==> config.mk <==
export PLATFORM = sky130hd
export DESIGN_NAME = tcc_timer_core
export DESIGN_NICKNAME = d
export VERILOG_FILES = /design/src/core/tcc_pkg.sv /design/src/core/tcc_timer_core.sv
export SDC_FILE = /design/constraint.sdc
export NUM_CORES = 1
export LEC_CHECK = 0
export BUFFER_PORTS_ARGS = -buffer_cell sky130_fd_sc_hd__buf_2
export CAP_MARGIN = 10
export CORE_ASPECT_RATIO = 0.5
export CORE_MARGIN = 1.5
export CORE_UTILIZATION = 50
export CTS_BUF_LIST = sky130_fd_sc_hd__clkbuf_8
export CTS_CLUSTER_DIAMETER = 30
export DETAILED_ROUTE_END_ITERATION = 6
export GPL_ROUTABILITY_DRIVEN = 0
export MAX_ROUTING_LAYER = met4
export PLACE_DENSITY_LB_ADDON = 0.15
export SLEW_MARGIN = 20
export SYNTH_ARGS = -nofsm -noshare
export SYNTH_HDL_FRONTEND = slang
export SYNTH_SLANG_ARGS = --single-unit
==> constraint.sdc <==
create_clock -name core_clk_in -period 4 [get_ports core_clk_in]
set_clock_uncertainty 0.2 [all_clocks]
set_input_delay 1 -clock core_clk_in [delete_from_list [all_inputs] [get_ports core_clk_in]]
set_output_delay 1 -clock core_clk_in [all_outputs]
set_load 0.005 [all_outputs]
==> src/core/tcc_pkg.sv <==
package tcc_pkg;

  // ****************************************
  // widths
  // ****************************************
  localparam int unsigned TCC_AW = 3;
  localparam int unsigned TCC_DW = 8;
  localparam int unsigned TCC_PRE_W_DEF = 10;

  // ****************************************
  // register offsets
  // ****************************************
  localparam logic [TCC_AW-1:0] TCC_OFF_COUNT = 3'h0;
  localparam logic [TCC_AW-1:0] TCC_OFF_CMP_A = 3'h1;
  localparam logic [TCC_AW-1:0] TCC_OFF_CMP_B = 3'h2;
  localparam logic [TCC_AW-1:0] TCC_OFF_CTL_A = 3'h3;
  localparam logic [TCC_AW-1:0] TCC_OFF_CTL_B = 3'h4;
  localparam logic [TCC_AW-1:0] TCC_OFF_FLAG  = 3'h5;
  localparam logic [TCC_AW-1:0] TCC_OFF_MASK  = 3'h6;
  localparam logic [TCC_AW-1:0] TCC_OFF_PWR   = 3'h7;

  // ****************************************
  // field positions
  // ****************************************
  localparam int unsigned TCC_WGM0_POS = 0;
  localparam int unsigned TCC_WGM1_POS = 1;
  localparam int unsigned TCC_CS_LSB   = 0;
  localparam int unsigned TCC_WGM2_POS = 3;
  localparam int unsigned TCC_OV_POS   = 0;
  localparam int unsigned TCC_MA_POS   = 1;
  localparam int unsigned TCC_MB_POS   = 2;
  localparam int unsigned TCC_PWR_POS  = 0;

  // ****************************************
  // reset values and count limits
  // ****************************************
  localparam logic [TCC_DW-1:0] TCC_RST_BYTE   = 8'h00;
  localparam logic [2:0]        TCC_RST_FLAGS  = 3'h0;
  localparam logic              TCC_RST_BIT    = 1'h0;
  localparam logic              TCC_RST_BOTTOM = 1'h1;
  localparam logic [TCC_DW-1:0] TCC_MAX        = 8'hff;
  localparam logic [TCC_DW-1:0] TCC_BOTTOM     = 8'h00;

  // ****************************************
  // tick source select codes and prescale taps
  // ****************************************
  localparam logic [2:0] TCC_CS_STOP     = 3'h0;
  localparam logic [2:0] TCC_CS_DIV1     = 3'h1;
  localparam logic [2:0] TCC_CS_DIV8     = 3'h2;
  localparam logic [2:0] TCC_CS_DIV64    = 3'h3;
  localparam logic [2:0] TCC_CS_DIV256   = 3'h4;
  localparam logic [2:0] TCC_CS_DIV1024  = 3'h5;
  localparam logic [2:0] TCC_CS_EXT_FALL = 3'h6;
  localparam logic [2:0] TCC_CS_EXT_RISE = 3'h7;
  localparam int unsigned TCC_TAP_DIV8    = 3;
  localparam int unsigned TCC_TAP_DIV64   = 6;
  localparam int unsigned TCC_TAP_DIV256  = 8;
  localparam int unsigned TCC_TAP_DIV1024 = 10;

  // ****************************************
  // waveform modes
  // ****************************************
  localparam logic [2:0] TCC_WGM_NORMAL   = 3'h0;
  localparam logic [2:0] TCC_WGM_PC_MAX   = 3'h1;
  localparam logic [2:0] TCC_WGM_CTC      = 3'h2;
  localparam logic [2:0] TCC_WGM_FAST_MAX = 3'h3;
  localparam logic [2:0] TCC_WGM_PC_CMP   = 3'h5;
  localparam logic [2:0] TCC_WGM_FAST_CMP = 3'h7;

  typedef enum logic {TCC_UP, TCC_DOWN} tcc_dir_e;

  typedef struct packed {
    logic [TCC_AW-1:0] addr;
    logic [TCC_DW-1:0] wdata;
    logic              wr;
    logic              rd;
  } tcc_bus_s;

endpackage

==> src/core/tcc_timer_core.sv <==
`timescale 1ns/1ns
`default_nettype none

module tcc_timer_core
  import tcc_pkg::*;
#(
  parameter int unsigned PRE_W = tcc_pkg::TCC_PRE_W_DEF
) (
  input  wire logic                      core_clk_in,
  input  wire logic                      nrst_in,
  input  wire tcc_pkg::tcc_bus_s         bus_in,
  input  wire logic [2:0]                flag_ack_in,
  input  wire logic                      external_count_pin_in,
  output logic [tcc_pkg::TCC_DW-1:0]     rdata_out,
  output logic [2:0]                     irq_req_out,
  output logic                           top_out,
  output logic                           bottom_out
);

  // ****************************************
  // elaboration checks
  // ****************************************
  if (PRE_W < TCC_TAP_DIV1024) begin : g_pre_chk
    $error("prescaler too narrow for the divide-by-1024 tap");
  end

  // ****************************************
  // registers
  // ****************************************
  logic [TCC_DW-1:0] count_value_r;
  logic [TCC_DW-1:0] count_value_nxt;
  logic [TCC_DW-1:0] compare_value_a_r;
  logic [TCC_DW-1:0] compare_value_b_r;
  logic [1:0]        wave_mode_lo_r;
  logic              wave_mode_bit2_r;
  logic [2:0]        tick_source_select_r;
  logic [2:0]        timer_irq_flag_reg_r;
  logic [2:0]        timer_irq_flag_reg_nxt;
  logic [2:0]        timer_irq_mask_reg_r;
  logic              timer_power_off_bit_r;
  tcc_dir_e          dir_r;
  tcc_dir_e          dir_nxt;
  logic              block_r;
  logic [PRE_W-1:0]  pre_r;
  logic              ext_s1_r;
  logic              ext_s2_r;
  logic              ext_prev_r;
  logic [TCC_DW-1:0] rdata_r;
  logic [2:0]        irq_r;
  logic              top_r;
  logic              bottom_r;

  // ****************************************
  // bus decode
  // ****************************************
  logic wr_count;
  logic wr_flag;

  assign wr_count = bus_in.wr && (bus_in.addr == TCC_OFF_COUNT);
  assign wr_flag  = bus_in.wr && (bus_in.addr == TCC_OFF_FLAG);

  always_ff @(posedge core_clk_in) begin
    if (!nrst_in) begin
      compare_value_a_r     <= TCC_RST_BYTE;
      compare_value_b_r     <= TCC_RST_BYTE;
      wave_mode_lo_r        <= TCC_RST_BYTE[1:0];
      wave_mode_bit2_r      <= TCC_RST_BIT;
      tick_source_select_r  <= TCC_RST_BYTE[2:0];
      timer_irq_mask_reg_r  <= TCC_RST_FLAGS;
      timer_power_off_bit_r <= TCC_RST_BIT;
    end else if (bus_in.wr) begin
      unique case (bus_in.addr)
        TCC_OFF_CMP_A: compare_value_a_r <= bus_in.wdata;
        TCC_OFF_CMP_B: compare_value_b_r <= bus_in.wdata;
        TCC_OFF_CTL_A: begin
          wave_mode_lo_r <= {bus_in.wdata[TCC_WGM1_POS], bus_in.wdata[TCC_WGM0_POS]};
        end
        TCC_OFF_CTL_B: begin
          tick_source_select_r <= bus_in.wdata[TCC_CS_LSB +: 3];
          wave_mode_bit2_r     <= bus_in.wdata[TCC_WGM2_POS];
        end
        TCC_OFF_MASK:  timer_irq_mask_reg_r <= bus_in.wdata[2:0];
        TCC_OFF_PWR:   timer_power_off_bit_r <= bus_in.wdata[TCC_PWR_POS];
        default: ;
      endcase
    end
  end

  // ****************************************
  // tick source
  // ****************************************
  // only the second stage feeds the edge detector
  always_ff @(posedge core_clk_in) begin
    if (!nrst_in) begin
      ext_s1_r   <= TCC_RST_BIT;
      ext_s2_r   <= TCC_RST_BIT;
      ext_prev_r <= TCC_RST_BIT;
    end else begin
      ext_s1_r   <= external_count_pin_in;
      ext_s2_r   <= ext_s1_r;
      ext_prev_r <= ext_s2_r;
    end
  end

  // prescaler free runs; it halts with the block powered off
  always_ff @(posedge core_clk_in) begin
    if (!nrst_in) begin
      pre_r <= '0;
    end else if (!timer_power_off_bit_r) begin
      pre_r <= pre_r + PRE_W'(1);
    end
  end

  logic timer_tick;
  logic src_tick;

  always_comb begin
    src_tick = 1'b0;
    unique case (tick_source_select_r)
      TCC_CS_STOP:     src_tick = 1'b0;
      TCC_CS_DIV1:     src_tick = 1'b1;
      TCC_CS_DIV8:     src_tick = &pre_r[TCC_TAP_DIV8-1:0];
      TCC_CS_DIV64:    src_tick = &pre_r[TCC_TAP_DIV64-1:0];
      TCC_CS_DIV256:   src_tick = &pre_r[TCC_TAP_DIV256-1:0];
      TCC_CS_DIV1024:  src_tick = &pre_r[TCC_TAP_DIV1024-1:0];
      TCC_CS_EXT_FALL: src_tick = ext_prev_r && !ext_s2_r;
      TCC_CS_EXT_RISE: src_tick = ext_s2_r && !ext_prev_r;
    endcase
  end

  assign timer_tick = src_tick && !timer_power_off_bit_r;

  // ****************************************
  // mode decode
  // ****************************************
  logic [2:0]        wave_mode;
  logic [TCC_DW-1:0] top_val;
  logic              updown;
  logic              clr_at_top;
  logic              fast_pwm;
  logic              at_top;
  logic              at_bottom;

  assign wave_mode  = {wave_mode_bit2_r, wave_mode_lo_r};
  assign top_val    = (wave_mode == TCC_WGM_CTC || wave_mode == TCC_WGM_PC_CMP ||
                       wave_mode == TCC_WGM_FAST_CMP) ? compare_value_a_r : TCC_MAX;
  assign updown     = (wave_mode == TCC_WGM_PC_MAX) || (wave_mode == TCC_WGM_PC_CMP);
  assign fast_pwm   = (wave_mode == TCC_WGM_FAST_MAX) || (wave_mode == TCC_WGM_FAST_CMP);
  assign clr_at_top = fast_pwm || (wave_mode == TCC_WGM_CTC);
  assign at_top     = (count_value_r == top_val);
  assign at_bottom  = (count_value_r == TCC_BOTTOM);

  // ****************************************
  // counter
  // ****************************************
  always_comb begin
    count_value_nxt = count_value_r;
    dir_nxt         = dir_r;
    if (wr_count) begin
      count_value_nxt = bus_in.wdata;
    end else if (timer_tick) begin
      if (updown) begin
        if (dir_r == TCC_UP && at_top) begin
          dir_nxt         = TCC_DOWN;
          count_value_nxt = count_value_r - 8'h01;
        end else if (dir_r == TCC_DOWN && at_bottom) begin
          dir_nxt         = TCC_UP;
          count_value_nxt = count_value_r + 8'h01;
        end else if (dir_r == TCC_DOWN) begin
          count_value_nxt = count_value_r - 8'h01;
        end else begin
          count_value_nxt = count_value_r + 8'h01;
        end
      end else if (clr_at_top && at_top) begin
        count_value_nxt = TCC_BOTTOM;
      end else begin
        dir_nxt         = TCC_UP;
        count_value_nxt = count_value_r + 8'h01;
      end
    end
  end

  always_ff @(posedge core_clk_in) begin
    if (!nrst_in) begin
      count_value_r <= TCC_RST_BYTE;
      dir_r         <= TCC_UP;
    end else begin
      count_value_r <= count_value_nxt;
      dir_r         <= dir_nxt;
    end
  end

  // indications follow the count with no lag; top tracks top_val (compare a, or max in the max-top modes) as it stood
  always_ff @(posedge core_clk_in) begin
    if (!nrst_in) begin
      top_r    <= TCC_RST_BIT;
      bottom_r <= TCC_RST_BOTTOM;
    end else begin
      top_r    <= (count_value_nxt == top_val);
      bottom_r <= (count_value_nxt == TCC_BOTTOM);
    end
  end

  // ****************************************
  // compare and flags
  // ****************************************
  logic match_a;
  logic match_b;
  logic ov_evt;
  logic [2:0] flag_set;
  logic [2:0] flag_clr;

  assign match_a = (count_value_r == compare_value_a_r);
  assign match_b = (count_value_r == compare_value_b_r);

  // a same-cycle count write overrides the tick, so no overflow then
  assign ov_evt = timer_tick && !wr_count &&
                  (fast_pwm ? at_top : (updown ? at_bottom : count_value_r == TCC_MAX));

  always_comb begin
    flag_set              = 3'h0;
    flag_set[TCC_OV_POS]  = ov_evt;
    flag_set[TCC_MA_POS]  = timer_tick && !block_r && match_a;
    flag_set[TCC_MB_POS]  = timer_tick && !block_r && match_b;
    flag_clr              = flag_ack_in | (wr_flag ? bus_in.wdata[2:0] : 3'h0);
    timer_irq_flag_reg_nxt = (timer_irq_flag_reg_r & ~flag_clr) | flag_set; // set beats clear
  end

  always_ff @(posedge core_clk_in) begin
    if (!nrst_in) begin
      timer_irq_flag_reg_r <= TCC_RST_FLAGS;
    end else begin
      timer_irq_flag_reg_r <= timer_irq_flag_reg_nxt;
    end
  end

  // block lasts until a tick consumes it, even if the timer is stopped
  always_ff @(posedge core_clk_in) begin
    if (!nrst_in) begin
      block_r <= TCC_RST_BIT;
    end else if (wr_count) begin
      block_r <= 1'b1;
    end else if (timer_tick) begin
      block_r <= 1'b0;
    end
  end

  always_ff @(posedge core_clk_in) begin
    if (!nrst_in) begin
      irq_r <= TCC_RST_FLAGS;
    end else begin
      irq_r <= timer_irq_flag_reg_r & timer_irq_mask_reg_r;
    end
  end

  // ****************************************
  // read path
  // ****************************************
  always_ff @(posedge core_clk_in) begin
    if (!nrst_in) begin
      rdata_r <= TCC_RST_BYTE;
    end else if (bus_in.rd) begin
      unique case (bus_in.addr)
        TCC_OFF_COUNT: rdata_r <= count_value_r;
        TCC_OFF_CMP_A: rdata_r <= compare_value_a_r;
        TCC_OFF_CMP_B: rdata_r <= compare_value_b_r;
        TCC_OFF_CTL_A: rdata_r <= {6'h00, wave_mode_lo_r};
        TCC_OFF_CTL_B: rdata_r <= {4'h0, wave_mode_bit2_r, tick_source_select_r};
        TCC_OFF_FLAG:  rdata_r <= {5'h00, timer_irq_flag_reg_r};
        TCC_OFF_MASK:  rdata_r <= {5'h00, timer_irq_mask_reg_r};
        TCC_OFF_PWR:   rdata_r <= {7'h00, timer_power_off_bit_r};
        default:       rdata_r <= TCC_RST_BYTE;
      endcase
    end else begin
      rdata_r <= TCC_RST_BYTE;
    end
  end

  assign rdata_out   = rdata_r;
  assign irq_req_out = irq_r;
  assign top_out     = top_r;
  assign bottom_out  = bottom_r;
endmodule

`default_nettype wire

==> metrics.cfg <==
[timing]
fin_crit_sh_pct=94.22
slew_violations=0
hold_viol_final=0
slew_headroom_pct=53.37
setup_violations=0
max_freq_mhz=265.3
fin_crit_ns=3.769
tightest_slew_ns=0.6988
fin_setup_tns_ns=0
grt_setup_unrepaired=false

[detailed_routing]
drtPass1Iterations=5
finalWirelength_mm=11.72
highest_layer=met4
met2_length_mm=5.046
avgViaCountPerCell=6.106
drc=0
detail_route.wl_per_cell_um=18.19
via_count=3932
dr_wl_met3_mm=1.096
wl_met1_mm=5.327
ant_nets=0
first_iter_violations=350

[setup_path]
reg2reg_depth=11
slowest_stage=dfxtp_1
cp.required_ns=4.06
setup.worst_path.start=compare_value_a_r[1]
worstPathCellList=xor2_1 -> a2111oi_0 -> a21oi_1 -> a2111o_1 -> or3_1 -> o311ai_0 -> mux2_2 -> a221oi_2 -> a2bb2oi_1 -> a32oi_1 -> nor4_2
worst_r2r_endpoint=top_out
cp.arrival_ns=3.83
reg2reg_from=compare_value_a_r[1]
cp_top_family=compound AO/OA/AOI/OAI gates
slowest_delay_ns=0.50
r2r_setup_slack_ns=0.23
start_kind=flip-flop
worst_setup_path_end_kind=flip-flop
path_class=flip-flop to flip-flop
path_buf_inv=0
path_max_fanout=6

[yosys]
syn_nets=529
yosys_register_bits=65
ys_types=76
synth_cells=505
postSynthAreaPerCell_um2=7.951
synthArstFlopShare_pct=0
ys_warn_count=0
syn_area_mm2=0.004015
synth_top_flop_cell=dfxtp_1
synth_edf_count=0
ys_seq_area_share_pct=32.41

[clock_tree]
clock_path_buffers=2
clockRootBuffer=clkbuf_8
clk_pin_slew_ns=0.08
cts_tree=built
cts_setup_buffers=0
clock-sinks=65
insertion_delay_ns=0.35
cts_hold_buf=0
ctsHtreeMaxLevel=3
cts_made_buffers=9
ctsResizeCount=0

[hold_path]
min_path_type=flip-flop to flip-flop
hold_end=ext_s2_r
hold_depth=1
hold_start=ext_s1_r

[cells_and_area]
mostFrequentLayoutCells=73 x nor2_1, 65 x dfxtp_1, 39 x nand2_1
final_common_cell=nor2_1
fin_nets=555
syn_to_final_growth_pct=12.31
drive_above_1_share_pct=16.42
diodes=0

[power]
ir_worst_vdd_mv=0.2788
leakagePower_nw=1.884
finalPower_mw=1.530
power_density_mw_per_mm2=339.3

[global_route]
globalRoute.totalOverflow=0
antenna_found_initial=0
grt_util_all_layers_pct=30.42
grt_max_degree=28
first_global_vias=3579
grt_pass1_wl_mm=18.91

[die]
dieArea_mm2=0.008610
die_width_um=129.7
dieHeight_um=66.37
start_util_pct=53.23
core_mm2=0.007542
ios=32
rows=22

[status]
status=completed

[job]
cap_violations=0

[placement]
port_buffers=31
place_hpwl_mm=8.710

-- worst register-to-register path, stage by stage, from the launching register on --
cell and delay (ns):
dfxtp_1 0.50, xor2_1 0.17, a2111oi_0 0.38, a21oi_1 0.12, a2111o_1 0.49, or3_1 0.41, o311ai_0 0.15, mux2_2 0.39
a221oi_2 0.30, a2bb2oi_1 0.22, a32oi_1 0.09, nor4_2 0.25
-- state kept, by name, summed over array words and instances (netlist names) --
signal                 cells
count_value_r              8
compare_value_a_r          8
top_out                    1
rdata_out                  8
ext_prev_r                 1
wave_mode_bit2_r           1
bottom_out                 1
compare_value_b_r          8
wave_mode_lo_r             2
pre_r                     10
timer_power_off_bit_r      1
irq_req_out                3
ext_s1_r                   1
timer_irq_mask_reg_r       3
dir_r                      1
block_r                    1
ext_s2_r                   1
tick_source_select_r       3
timer_irq_flag_reg_r       3
-- how the worst max path moves through the flow --
stage              end  slack, ns  depth (start not counted)
6_report       top_out       0.23                         11
5_1_grt        top_out       0.05                         11
4_1_cts        top_out       0.31                         11
3_5_place_dp   top_out       0.37                         11
3_3_place_gp   top_out       0.42                         11
2_1_floorplan  top_out       0.66                         11
-- routing by layer --
metal  up-vias  track usage (%)
met3        26            7.929
li1       1859                -
met5         -                -
met1      1866            40.54
met4         0            10.00
met2       181            44.97
-- per-stage QoR --
stage | hold WS (ns) | cells | setup slack [ns] | instance area [um^2] | util (%)
2_1_floorplan | 0.2119 | 505 | 0.6579 | 4015 | -
3_3_place_gp | 0.2149 | 628 | 0.4227 | 4309 | 57.13
3_5_place_dp | 0.2260 | 628 | 0.3653 | 4309 | 57.13
4_1_cts | 0.2434 | 644 | 0.3094 | 4509 | 59.79
5_1_grt | 0.2481 | 644 | 0.04579 | 4509 | 59.79
6_report | 0.2377 | 644 | 0.2314 | 4509 | 59.79
-- cell families (layout without fill, tap and decap cells) --
| family | count (synthesis) | in the layout | share of synthesized area, % |
|---|---|---|---|
| buffers and inverters | 53 | 84 | 5.329 |
| multiplexers | 30 | 30 | 7.510 |
| XOR/XNOR | 32 | 32 | 6.980 |
| AO/OA/AOI/OAI | 111 | 111 | 19.85 |
| adder cells (fa/ha/maj) | 5 | 5 | 1.558 |
| flip-flops | 65 | 65 | 32.41 |
| AND/OR/NAND/NOR | 209 | 209 | 26.36 |
-- synth_stat cells, types with 11 or more instances --
cell,n,area share [%]
nor3_1,18,2.2
clkbuf_1,31,2.9
nand3_1,17,2.1
a21oi_1,38,4.7
mux2i_1,29,7.2
xor2_1,21,4.6
nand2_1,39,3.6
dfxtp_1,65,32
o21ai_0,12,1.5
nor2_1,73,6.8
inv_1,16,1.5
xnor2_1,11,2.4
-- layout make-up --
| cell class | instances | area [um^2] |
|---|---|---|
| fillers | 714 | 3033 |
| multi-input cells | 387 | 2500 |
| flip-flops and latches | 65 | 1301 |
| repair buffers | 52 | 312.8 |
| well taps | 108 | 135.1 |
| clock buffers | 9 | 123.9 |
| clock inverters | 7 | 76.32 |
| inverters | 16 | 60.06 |
-- report_power, final --
group	internal [mW]	leakage [nW]	switching (mW)
clock	0.293	0.0966	0.281
combinational	0.108	1.26	0.157
sequential	0.666	0.527	0.0251
total	1.07	1.88	0.463
Power figures use the tool's default switching activity.
